File: src/common/asc_pkg.sv
// Package: constants and carrier types of the converter sequencer control
// ---------------------------------------------------------------------------
// ---------------------------------------------------------------------------
`default_nettype none

package asc_pkg;

  // -------------------------------------------------------------------------
  // Bus geometry and register word indexes (byte address = 4 * index)
  // -------------------------------------------------------------------------
  localparam int AVS_ADDR_W = 7;
  localparam logic [4:0] IDX_CFG = 5'h00;
  localparam logic [4:0] IDX_START = 5'h01;
  localparam logic [4:0] IDX_IRQ_EN = 5'h02;
  localparam logic [4:0] IDX_CMDQ = 5'h03;
  localparam logic [4:0] IDX_RES_BASE = 5'h04;
  localparam logic [4:0] IDX_STATUS = 5'h14;
  localparam logic [4:0] IDX_DELAY = 5'h15;
  localparam logic [4:0] IDX_TRIG = 5'h16;
  localparam logic [4:0] IDX_OPT = 5'h17;

  // -------------------------------------------------------------------------
  // Field positions and reset values
  // -------------------------------------------------------------------------
  localparam int CFG_PD = 0;
  localparam int CFG_STOP = 1;
  localparam int CFG_CLEAR = 2;
  localparam int CFG_CIRC = 3;
  localparam int CFG_FMT = 4;
  localparam logic [7:0] CFG_RESET = 8'h01;
  localparam int START_BIT = 0;
  localparam int IRQ_EOC = 0;
  localparam int IRQ_EOS = 1;
  localparam int IRQ_FULL = 2;
  localparam int ST_EOC = 0;
  localparam int ST_EOS = 1;
  localparam int ST_FULL = 2;
  localparam int ST_BUSY = 3;
  localparam int ST_STOP_PEND = 4;
  localparam int OPT_AUTO_CLEAR = 0;
  localparam int OPT_REPLAY = 1;
  localparam int OPT_ENH_ABORT = 2;
  localparam int TRIG_ARM = 0;
  localparam int TRIG_SEL_LSB = 1;
  localparam int TRIG_SEL_EXT = 3;

  // -------------------------------------------------------------------------
  // Sizes and timing
  // -------------------------------------------------------------------------
  localparam int QUEUE_DEPTH = 8;
  localparam int MCLK_HZ = 25_000_000;
  localparam int CONV_MAX_HZ = 6_000_000;
  localparam int CONV_DIV_MIN = (MCLK_HZ + CONV_MAX_HZ - 1) / CONV_MAX_HZ;
  localparam logic [1:0] CONV_SYNC_TICKS = 2'h3;

  // -------------------------------------------------------------------------
  // Sequencer states and converter carriers
  // -------------------------------------------------------------------------
  typedef enum logic [1:0] {SEQ_IDLE, SEQ_DELAY, SEQ_ALIGN, SEQ_CONVERT}
    asc_seq_state_t;

  typedef struct packed {
    logic sample;
    logic gain;
    logic [2:0] channel;
  } asc_conv_req_t;

  typedef struct packed {
    logic valid;
    logic [9:0] data;
  } asc_conv_rsp_t;

endpackage

`default_nettype wire

File: src/hdl/asc_sequencer_control.sv
// Design: converter sequencer control with Avalon-MM register slave
`timescale 1ns/1ps
`default_nettype none

module asc_sequencer_control #(
  parameter int DEPTH = asc_pkg::QUEUE_DEPTH,
  parameter int CONV_DIV = asc_pkg::CONV_DIV_MIN
) (
  input wire logic i_mclk,
  input wire logic i_reset,
  input wire logic [asc_pkg::AVS_ADDR_W-1:0] i_avs_address,
  input wire logic i_avs_read,
  input wire logic i_avs_write,
  input wire logic [3:0] i_avs_byteenable,
  input wire logic [31:0] i_avs_writedata,
  output logic [31:0] o_avs_readdata,
  output logic o_avs_waitrequest,
  input wire logic [7:0] i_trig_int,
  input wire logic [7:0] i_trig_ext,
  input wire logic i_halt,
  input wire asc_pkg::asc_conv_rsp_t i_conv_rsp,
  output asc_pkg::asc_conv_req_t o_conv_req,
  output logic o_conv_clk,
  output logic o_power_down,
  output logic o_conv_irq,
  output logic o_wake_request
);
  import asc_pkg::*;

  // -------------------------------------------------------------------------
  // Local sizes
  // -------------------------------------------------------------------------
  localparam int PW = $clog2(DEPTH);
  // Never divide below the minimum, whatever the parameter asks for
  localparam int DIV = (CONV_DIV < CONV_DIV_MIN) ? CONV_DIV_MIN : CONV_DIV;
  localparam logic [7:0] DIV_LAST = 8'(DIV - 1);
  localparam logic [7:0] DIV_HALF = 8'(DIV / 2);
  localparam logic [PW:0] FULL_CNT = (PW + 1)'(DEPTH);
  localparam logic [5:0] RES_SPAN = 6'(2 * DEPTH);

  // -------------------------------------------------------------------------
  // Whole module state
  // -------------------------------------------------------------------------
  typedef struct packed {
    logic ack;
    logic [31:0] rdata;
    logic pd;
    logic circ;
    logic fmt;
    logic [2:0] opt;
    logic [2:0] irq_en;
    logic [7:0] dly;
    logic arm;
    logic [3:0] sel;
    logic eoc;
    logic sequence_done_flag;
    logic full_evt;
    logic stop_pend;
    asc_seq_state_t st;
    logic [7:0] dly_cnt;
    logic [1:0] ticks;
    logic [DEPTH-1:0][3:0] cmdq;
    logic [DEPTH-1:0][9:0] res;
    logic [PW-1:0] wr_ptr;
    logic [PW-1:0] rd_ptr;
    logic [PW-1:0] res_idx;
    logic [PW:0] count;
    logic [PW:0] seq_len;
    logic [7:0] div_cnt;
    logic conv_clk;
    logic pwr_down;
    logic ti1;
    logic ti2;
    logic te1;
    logic te2;
    logic te3;
    asc_conv_req_t req;
  } asc_regs_t;

  asc_regs_t q_reg;
  asc_regs_t q_next;

  // Result byte in the chosen alignment
  function automatic logic [7:0] asc_res_byte(input logic [9:0] v,
                                              input logic right,
                                              input logic hi);
    logic [7:0] b;
    b = 8'h00;
    if (right)
    begin
      b = hi ? {6'h00, v[9:8]} : v[7:0];
    end
    else
    begin
      b = hi ? v[9:2] : {v[1:0], 6'h00};
    end
    return b;
  endfunction

  // -------------------------------------------------------------------------
  // Next-state logic
  // -------------------------------------------------------------------------
  always_comb
  begin
    logic [4:0] idx;
    logic [4:0] ridx;
    logic [7:0] wb;
    logic [7:0] rb;
    logic wr_acc;
    logic sw_start;
    logic fire;
    logic push;
    logic pop;
    logic flush;
    logic full_hit;
    logic stop_now;
    logic plain;
    logic rise;
    logic [PW:0] idx_inc;
    idx = i_avs_address[6:2];
    ridx = 5'(idx - IDX_RES_BASE);
    wb = i_avs_writedata[7:0];
    rb = 8'h00;
    wr_acc = q_reg.ack & i_avs_write & i_avs_byteenable[0];
    sw_start = 1'b0;
    push = 1'b0;
    pop = 1'b0;
    flush = 1'b0;
    full_hit = 1'b0;
    stop_now = 1'b0;
    rise = 1'b0;
    fire = 1'b0;
    plain = ~q_reg.opt[OPT_AUTO_CLEAR] & ~(q_reg.circ & q_reg.opt[OPT_REPLAY]);
    idx_inc = (PW + 1)'(q_reg.res_idx) + (PW + 1)'(1);
    q_next = q_reg;
    q_next.req.sample = 1'b0;

    // One wait state per access; effects land on the accepting edge
    q_next.ack = (i_avs_read | i_avs_write) & ~q_reg.ack;

    // Conversion clock divider, limited to the maximum rate
    rise = (q_reg.div_cnt == DIV_LAST);
    q_next.div_cnt = rise ? 8'h00 : 8'(q_reg.div_cnt + 8'h01);
    q_next.conv_clk = (q_next.div_cnt < DIV_HALF);

    // Trigger sampling: external sources pass one extra stage
    q_next.ti1 = i_trig_int[q_reg.sel[2:0]];
    q_next.ti2 = q_reg.ti1;
    q_next.te1 = i_trig_ext[q_reg.sel[2:0]];
    q_next.te2 = q_reg.te1;
    q_next.te3 = q_reg.te2;
    fire = q_reg.arm & (q_reg.sel[TRIG_SEL_EXT] ? (q_reg.te2 & ~q_reg.te3)
                                               : (q_reg.ti1 & ~q_reg.ti2));

    // Register writes
    if (wr_acc)
    begin
      case (idx)
        IDX_CFG:
        begin
          q_next.pd = wb[CFG_PD];
          q_next.circ = wb[CFG_CIRC];
          q_next.fmt = wb[CFG_FMT];
          flush = wb[CFG_CLEAR];
          if (wb[CFG_STOP])
          begin
            q_next.arm = 1'b0;
            if (q_reg.opt[OPT_ENH_ABORT])
            begin
              q_next.stop_pend = 1'b1;
            end
            else
            begin
              stop_now = 1'b1;
            end
          end
        end
        IDX_START: sw_start = wb[START_BIT];
        IDX_IRQ_EN: q_next.irq_en = wb[2:0];
        IDX_CMDQ:
        begin
          // Entries beyond the depth are dropped and flagged
          if (q_reg.count == FULL_CNT)
          begin
            full_hit = 1'b1;
          end
          else
          begin
            push = 1'b1;
          end
        end
        IDX_STATUS:
        begin
          // Write-one-to-clear; sequencer sets below win
          if (wb[ST_EOC])
          begin
            q_next.eoc = 1'b0;
          end
          if (wb[ST_EOS])
          begin
            q_next.sequence_done_flag = 1'b0;
          end
        end
        IDX_DELAY: q_next.dly = wb;
        IDX_TRIG:
        begin
          q_next.arm = wb[TRIG_ARM];
          q_next.sel = wb[TRIG_SEL_LSB +: 4];
        end
        IDX_OPT: q_next.opt = wb[2:0];
        default: ;
      endcase
    end

    // Sequencer
    case (q_reg.st)
      SEQ_IDLE:
      begin
        // Start needs the power-down bit clear and a non-empty queue
        if ((sw_start | fire) & ~q_reg.pd & (q_reg.count != '0)
            & ~q_reg.stop_pend)
        begin
          q_next.st = SEQ_DELAY;
          q_next.dly_cnt = q_reg.dly;
          q_next.arm = 1'b0;
          if (~plain)
          begin
            q_next.res_idx = '0;
          end
        end
      end
      SEQ_DELAY:
      begin
        // Holds delay + 1 master periods
        if (q_reg.dly_cnt == 8'h00)
        begin
          q_next.st = SEQ_ALIGN;
          q_next.ticks = 2'h0;
        end
        else
        begin
          q_next.dly_cnt = 8'(q_reg.dly_cnt - 8'h01);
        end
      end
      SEQ_ALIGN:
      begin
        // Converter-clock sync plus two converter periods
        if (rise)
        begin
          if (q_reg.ticks == CONV_SYNC_TICKS - 2'h1)
          begin
            q_next.req.sample = 1'b1;
            q_next.req.gain = q_reg.cmdq[q_reg.rd_ptr][3];
            q_next.req.channel = q_reg.cmdq[q_reg.rd_ptr][2:0];
            q_next.st = SEQ_CONVERT;
          end
          else
          begin
            q_next.ticks = 2'(q_reg.ticks + 2'h1);
          end
        end
      end
      SEQ_CONVERT:
      begin
        if (i_conv_rsp.valid)
        begin
          q_next.res[q_reg.res_idx] = i_conv_rsp.data;
          q_next.eoc = 1'b1;
          // Result index wraps within the programmed length
          q_next.res_idx = (idx_inc >= q_reg.seq_len) ? '0
                                                      : idx_inc[PW-1:0];
          q_next.rd_ptr = PW'(q_reg.rd_ptr + 1'b1);
          q_next.st = SEQ_ALIGN; // later entries skip the delay
          q_next.ticks = 2'h0;
          if (~q_reg.circ)
          begin
            // Single mode consumes the entry, which frees the queue
            pop = 1'b1;
            if (q_reg.count == (PW + 1)'(1))
            begin
              q_next.sequence_done_flag = 1'b1;
              q_next.st = SEQ_IDLE;
              flush = flush | q_reg.opt[OPT_AUTO_CLEAR];
            end
          end
          else if ((PW + 1)'(q_reg.rd_ptr) == q_reg.seq_len - 1'b1)
          begin
            // Wrap to the first entry; replay stops, continuous runs on
            q_next.sequence_done_flag = 1'b1;
            q_next.rd_ptr = '0;
            q_next.res_idx = '0;
            q_next.st = q_reg.opt[OPT_REPLAY] ? SEQ_IDLE : SEQ_ALIGN;
          end
        end
      end
      default: q_next.st = SEQ_IDLE;
    endcase

    // Enhanced stop waits out a running conversion, then clears
    if (q_reg.stop_pend & ((q_reg.st != SEQ_CONVERT) | i_conv_rsp.valid))
    begin
      stop_now = 1'b1;
      flush = 1'b1;
      q_next.stop_pend = 1'b0;
    end
    if (stop_now)
    begin
      q_next.st = SEQ_IDLE;
      q_next.req.sample = 1'b0;
    end

    // Queue bookkeeping
    if (push)
    begin
      q_next.cmdq[q_reg.wr_ptr] = wb[3:0];
      q_next.wr_ptr = PW'(q_reg.wr_ptr + 1'b1);
      q_next.seq_len = (PW + 1)'(q_reg.seq_len + 1'b1);
    end
    q_next.count = (PW + 1)'(q_reg.count + (PW + 1)'(push)
                             - (PW + 1)'(pop));
    if (flush)
    begin
      // Both pointers back to the first entry
      q_next.wr_ptr = '0;
      q_next.rd_ptr = '0;
      q_next.res_idx = '0;
      q_next.count = '0;
      q_next.seq_len = '0;
    end
    // Full event lasts only while the queue stays full
    q_next.full_evt = (q_reg.full_evt & (q_next.count == FULL_CNT))
                      | full_hit;

    // Halt overrides the power-down bit
    q_next.pwr_down = q_next.pd | i_halt;

    // Read data captured at the end of the wait state, one edge before the accepting edge
    case (idx)
      IDX_CFG: rb = {3'h0, q_reg.fmt, q_reg.circ, 1'b0, q_reg.stop_pend,
                     q_reg.pd};
      IDX_IRQ_EN: rb = {5'h00, q_reg.irq_en};
      IDX_STATUS: rb = {3'h0, q_reg.stop_pend, q_reg.st != SEQ_IDLE,
                        q_reg.full_evt, q_reg.sequence_done_flag, q_reg.eoc};
      IDX_DELAY: rb = q_reg.dly;
      IDX_TRIG: rb = {3'h0, q_reg.sel, q_reg.arm};
      IDX_OPT: rb = {5'h00, q_reg.opt};
      default:
      begin
        if ((idx >= IDX_RES_BASE) && ({1'b0, ridx} < RES_SPAN))
        begin
          rb = asc_res_byte(q_reg.res[ridx[PW:1]], q_reg.fmt, ridx[0]);
        end
      end
    endcase
    q_next.rdata = q_next.ack ? {24'h000000, rb} : q_reg.rdata;
  end

  // -------------------------------------------------------------------------
  // State register
  // -------------------------------------------------------------------------
  always_ff @(posedge i_mclk)
  begin
    if (i_reset)
    begin
      q_reg <= '0;
      q_reg.pd <= CFG_RESET[CFG_PD];
      q_reg.pwr_down <= CFG_RESET[CFG_PD];
      // Divider restarts at a full high phase, so no short first pulse
      q_reg.div_cnt <= DIV_LAST;
    end
    else
    begin
      q_reg <= q_next;
    end
  end

  // -------------------------------------------------------------------------
  // Outputs
  // -------------------------------------------------------------------------
  // Waitrequest drops one cycle after the request appears
  assign o_avs_waitrequest = (i_avs_read | i_avs_write) & ~q_reg.ack;
  assign o_avs_readdata = q_reg.rdata;
  assign o_conv_req = q_reg.req;
  assign o_conv_clk = q_reg.conv_clk;
  assign o_power_down = q_reg.pwr_down;
  // Each source gated by its own enable
  assign o_conv_irq = |({q_reg.full_evt, q_reg.sequence_done_flag, q_reg.eoc}
                        & q_reg.irq_en);
  // Done events double as wake-up from sleep-until-interrupt
  assign o_wake_request = (q_reg.eoc & q_reg.irq_en[IRQ_EOC])
                          | (q_reg.sequence_done_flag & q_reg.irq_en[IRQ_EOS]);

endmodule // asc_sequencer_control

`default_nettype wire

File: config.mk
export PLATFORM = sky130hd
export DESIGN_NAME = asc_sequencer_control
export DESIGN_NICKNAME = d
export VERILOG_FILES = /design/src/common/asc_pkg.sv /design/src/hdl/asc_sequencer_control.sv
export SDC_FILE = /design/constraint.sdc
export NUM_CORES = 1
export LEC_CHECK = 0
export ABC_CLOCK_PERIOD_IN_PS = 5300
export BUFFER_PORTS_ARGS = -buffer_cell sky130_fd_sc_hd__buf_2
export CORE_MARGIN = 2
export CORE_UTILIZATION = 38
export CTS_CLUSTER_SIZE = 28
export DETAILED_ROUTE_END_ITERATION = 12
export GPL_ROUTABILITY_DRIVEN = 0
export PLACE_DENSITY = 0.66
export SYNTH_ARGS = -nofsm -noshare
export SYNTH_HDL_FRONTEND = slang
export SYNTH_SLANG_ARGS = --single-unit
File: constraint.sdc
create_clock -name i_mclk -period 5.3 [get_ports i_mclk]
set_clock_uncertainty 0.15 [all_clocks]
set_input_delay 1.06 -clock i_mclk [delete_from_list [all_inputs] [get_ports i_mclk]]
set_output_delay 1.06 -clock i_mclk [all_outputs]
set_load 0.05 [all_outputs]
Yosys cells after proc, flatten, opt, wreduce, memory -nomap -nowiden
Cells that the tools add are included.
- $add $sub $neg: 11
- eq/ne operators: 25
- mux-type cells: 89
- bitwise logic cells: 32
- reductions and logical operators: 28
- magnitude comparators: 11
- operator list (kind ; number):
    $bwmux 80 ; 1
    $mux 8 ; 8
    $pmux 8 s6 ; 1
    $mux 1 ; 34
    $bwmux 32 ; 1
    $bmux 10 s3 ; 1
    $demux 10 s3 ; 1
    $mux 10 ; 3
    $mux 2 ; 15
    $mux 24 ; 1
    $mux 3 ; 7
    $eq 5x5->1 const B ; 4
    $lt 3x4->1 const B ; 5
    $ne 2x2->1 const B ; 9
    $mux 4 ; 4
    $pmux 8 s2 ; 1
    $and 1x1->1 ; 15
    $bmux 4 s3 ; 1
    $demux 4 s3 ; 1
    $mux 6 ; 2
    $reduce_and 2->1 ; 6
    $eq 5x2->1 const B ; 2
    $reduce_and 5->1 ; 2
    $not 1->1 ; 9
    42 further kinds ; 62
- word-level logic and storage cells: 245
- output and inout bits: 42
- flip-flop bits (word level): 196
- bits of input ports: 75

Depth between registers and ports, before layout
- word-level depth: 13
- mapped depth: 15

Least setup slack after synthesis
OpenSTA, ideal clock, no wires.
- kind: input-to-reg
- start point: in i_avs_address[4] in the netlist's numbering
- end point: reg q_reg[162] in the netlist's numbering
- path buffers: 1
- path slack: 1.276 ns
- required time: 5.085 ns
- arrival: 3.809 ns
- stages on the path: 15
- cell sequence: buf_2 > inv_1 > ha_1 > nand2b_4 > a2111oi_4 > inv_1 > ha_1 > inv_1 > ha_1 > fa_1 > xnor2_1 > nand4_1 > nor3_1 > a31oi_1 > nor2_1
- cells in the longest elaborated chain, start to end: 13
- elaborated cells between the ends (all ways): 20
- classes of those cells: add/sub (2); eq/ne (2); mux (12); bitwise (3); reduce/logical (1)
- ends and longest elaborated chain (item ; RTL line ; RTL):
    start: declaration ; asc_sequencer_control.sv:11 ; input wire logic [asc_pkg::AVS_ADDR_W-1:0] i_avs_address,
    parallel branches: the longest is 12 deep, another holds $add 4x1->4 ; n/a ;
    $or 1x1->1 (*) ; asc_sequencer_control.sv:332 ; | full_hit;
    end signal: assignment ; asc_sequencer_control.sv:373 ; q_reg <= q_next;
    end: declaration ; asc_sequencer_control.sv:80 ; asc_regs_t q_reg;
Every way passes the cells marked *.
A chain may end at the register's enable or synchronous reset.

Worst setup path after layout
Same ends and word-level chain as after synthesis.

==> run metrics <==
CP Class=in2reg; PnR worst setup slack=roughly 1.6 ns; area of the multi-input gates=between 5000 and 6000 µm²; Post-Layout Cell Count=roughly 1400; Top Ports=117; final setup fails=0; Die W=164 µm; final WL=between 20 and 25 mm; final antenna-violating net count=0; fillers=~2400; hold_sp=q_next[6]; Setup crit start kind=input port; DRC Markers=0; Reg clk slew, reported paths=0.08 ns; metal3 WL=1.23 mm; die height=164 µm; Final Hold Vio Count=0; metal2 WL=10.8 mm; Peak Freq=273 MHz; FF-to-FF Start=q_reg[26]; Mean Syn Cell Area=about 9.2 µm²; Synth Instances=1049; total number of vias=approximately 7400; Yosys cell types=69; hold_ws=about 0.3 ns; mapped cell area=around 9700 µm²; Reg area=3920 µm²; Worst-Skew Late Latency=~0.45 ns; sequential fraction of the synthesis area=between 40% and 50%; GRT Total Usage=17.3%; Syn-to-layout area delta=10.3%; commonest non-fill, non-tap cells in the layout=dfxtp_1, nor2_1, mux2i_1, nand2_1, a21oi_1; CTS tree=built; largest area contributor in the netlist=dfxtp_1; share of layout cells above drive strength 1=15.3%; pin count of the biggest net entering global routing=81; Congestion Overflow GR=0; top layer in use=met5; #FFs+latches synth=196; worst slew pin tran=1.23 ns; status=finished clean; Largest register FFs=178; post_cts resized=0; row count=58; CP Capture Type=flop; total CTS buffers=17; Root Buffer=clkbuf_16; RSZ-0062 raised after global routing=no; Max VDD drop=0.226 mV; final total power=3.21 mW; vias in the first global route=7091; top_reg_cell synth=dfxtp_1; initial DRC count=469; Tmin final=3.66 ns; initial antenna violation count=4; DRT met1 WL=10.4 mm; period utilisation layout=a little under 70%; commonest non-fill, non-tap cell in the layout=dfxtp_1; Max Root-Sink Buffers=2; nets=1153; drt pass-1 iters=5; Pleak=3.79 nW; FFs w/ async S/R, synth=0%; Placeable Area=around 25000 µm²; starting density of the core=38.6%; Worst EP required=around 5.5 ns; Worst R2R Path Depth=14; RR Endpoint=q_reg[162]; Cell Area, Placed=10000 µm²; Hold WC Path Type=reg2reg; Post-CTS Setup Bufs=0; first-pass GRT wire length=36.5 mm; H-Tree Depth=4; Final Util=42.6%; Post-synth EDFFs=0; Slew HR=17.4%; Hold-fix buffers, CTS=0; leading post-synthesis cells by cell area=dfxtp_1, mux2i_1, nor2_1; fin area=10700 µm²; reg2reg setup slack=2.23 ns; critical-path maximum fanout=10; port bufs=63; Place WS=1.20 ns; Pins Over Slew Limit=0; Crit path arrival time=3.90 ns; drt wl/cell=approximately 16 µm; area share of the largest cell type after synthesis=around two fifths; setup tns final=0 ns; Max Cap Violations=0; Hold Crit Depth=1; clock sink total=roughly 200; HPWL after DPL=between 15 and 20 mm; synth warn=0; dpl cells=1365; Pwr Density=301 nW/µm²; Hold Path End=q_next[5]; routed vias/inst=5.27; Die ar.=26800 µm²
per-layer routing:
layer | GRT usage, % | up-vias
met5 | 0 | -
met4 | 6.70 | 4
met3 | 3.74 | 43
met2 | 28.4 | 197
met1 | 22.1 | 3521
li1 | - | 3614
worst max-delay path by stage:
stage	start	to	slack [ns]	depth (start not counted)
after floorplan	i_avs_address[4]	q_reg[162]	1.28	15
after global placement	i_avs_address[4]	q_reg[162]	1.21	16
after detailed placement	i_avs_address[4]	q_reg[162]	1.20	16
after CTS	i_avs_address[4]	q_reg[162]	1.68	16
after global routing	i_avs_address[4]	q_reg[162]	1.45	16
final	i_avs_address[4]	q_reg[162]	1.64	16
logic make-up after synthesis:
| group | synth area share (%) |
|---|---|
| compound gates | 9.46 |
| xor+xnor | 1.54 |
| fa+ha+maj | 3.17 |
| buf+inv | 6.85 |
| flops | 40.5 |
| mux | 20.4 |
| other cells | 0.0387 |
| simple gates | 18.0 |
power breakdown:
part | switching, mW | internal, mW
Sequential | 0.0178 | 1.49
Clock | 0.734 | 0.684
Combinational | 0.202 | 0.0825
Total | 0.954 | 2.26
Yosys cell counts (all sizes together), types with 2 or more instances:
master	count
o2111ai	2
mux2i	122
nor2b	12
o32ai	2
nor3	29
xor2	8
nor2	169
nor4	8
a2111oi	4
buf	58
a32o	2
xnor2	9
or2	5
nand2b	9
a221oi	6
a211o	2
mux2	4
o31ai	2
a31oi	4
clkbuf	51
a32oi	3
inv	24
nand3	13
o22ai	3
or3	5
nor3b	6
and3	4
dfxtp	196
a21oi	65
nand4	5
nand2	107
o21ai	28
a211oi	6
mux4	31
ha	23
a22oi	6
o21bai	2
cell type report:
type,count,share of cell area [%]
multi-input cells,743,48.7
flip-flops and latches,196,36.7
clock buffers,17,3.98
well taps,330,3.86
repair buffers,72,3.60
clock inverters,15,2.23
inverters,24,0.842
diodes,2,0.0468
critical path, stage by stage:
cell and delay, ns:
buf_2 0.12, inv_1 0.16, ha_1 0.24, nand2b_4 0.07, a2111oi_4 0.31, buf_4 0.23, inv_1 0.12, ha_1 0.29
inv_1 0.04, ha_1 0.20, fa_1 0.38, xnor2_1 0.24, nand4_1 0.12, nor3_1 0.16, a31oi_1 0.06, nor2_1 0.10
No activity file was read; power rests on OpenSTA's default activity.
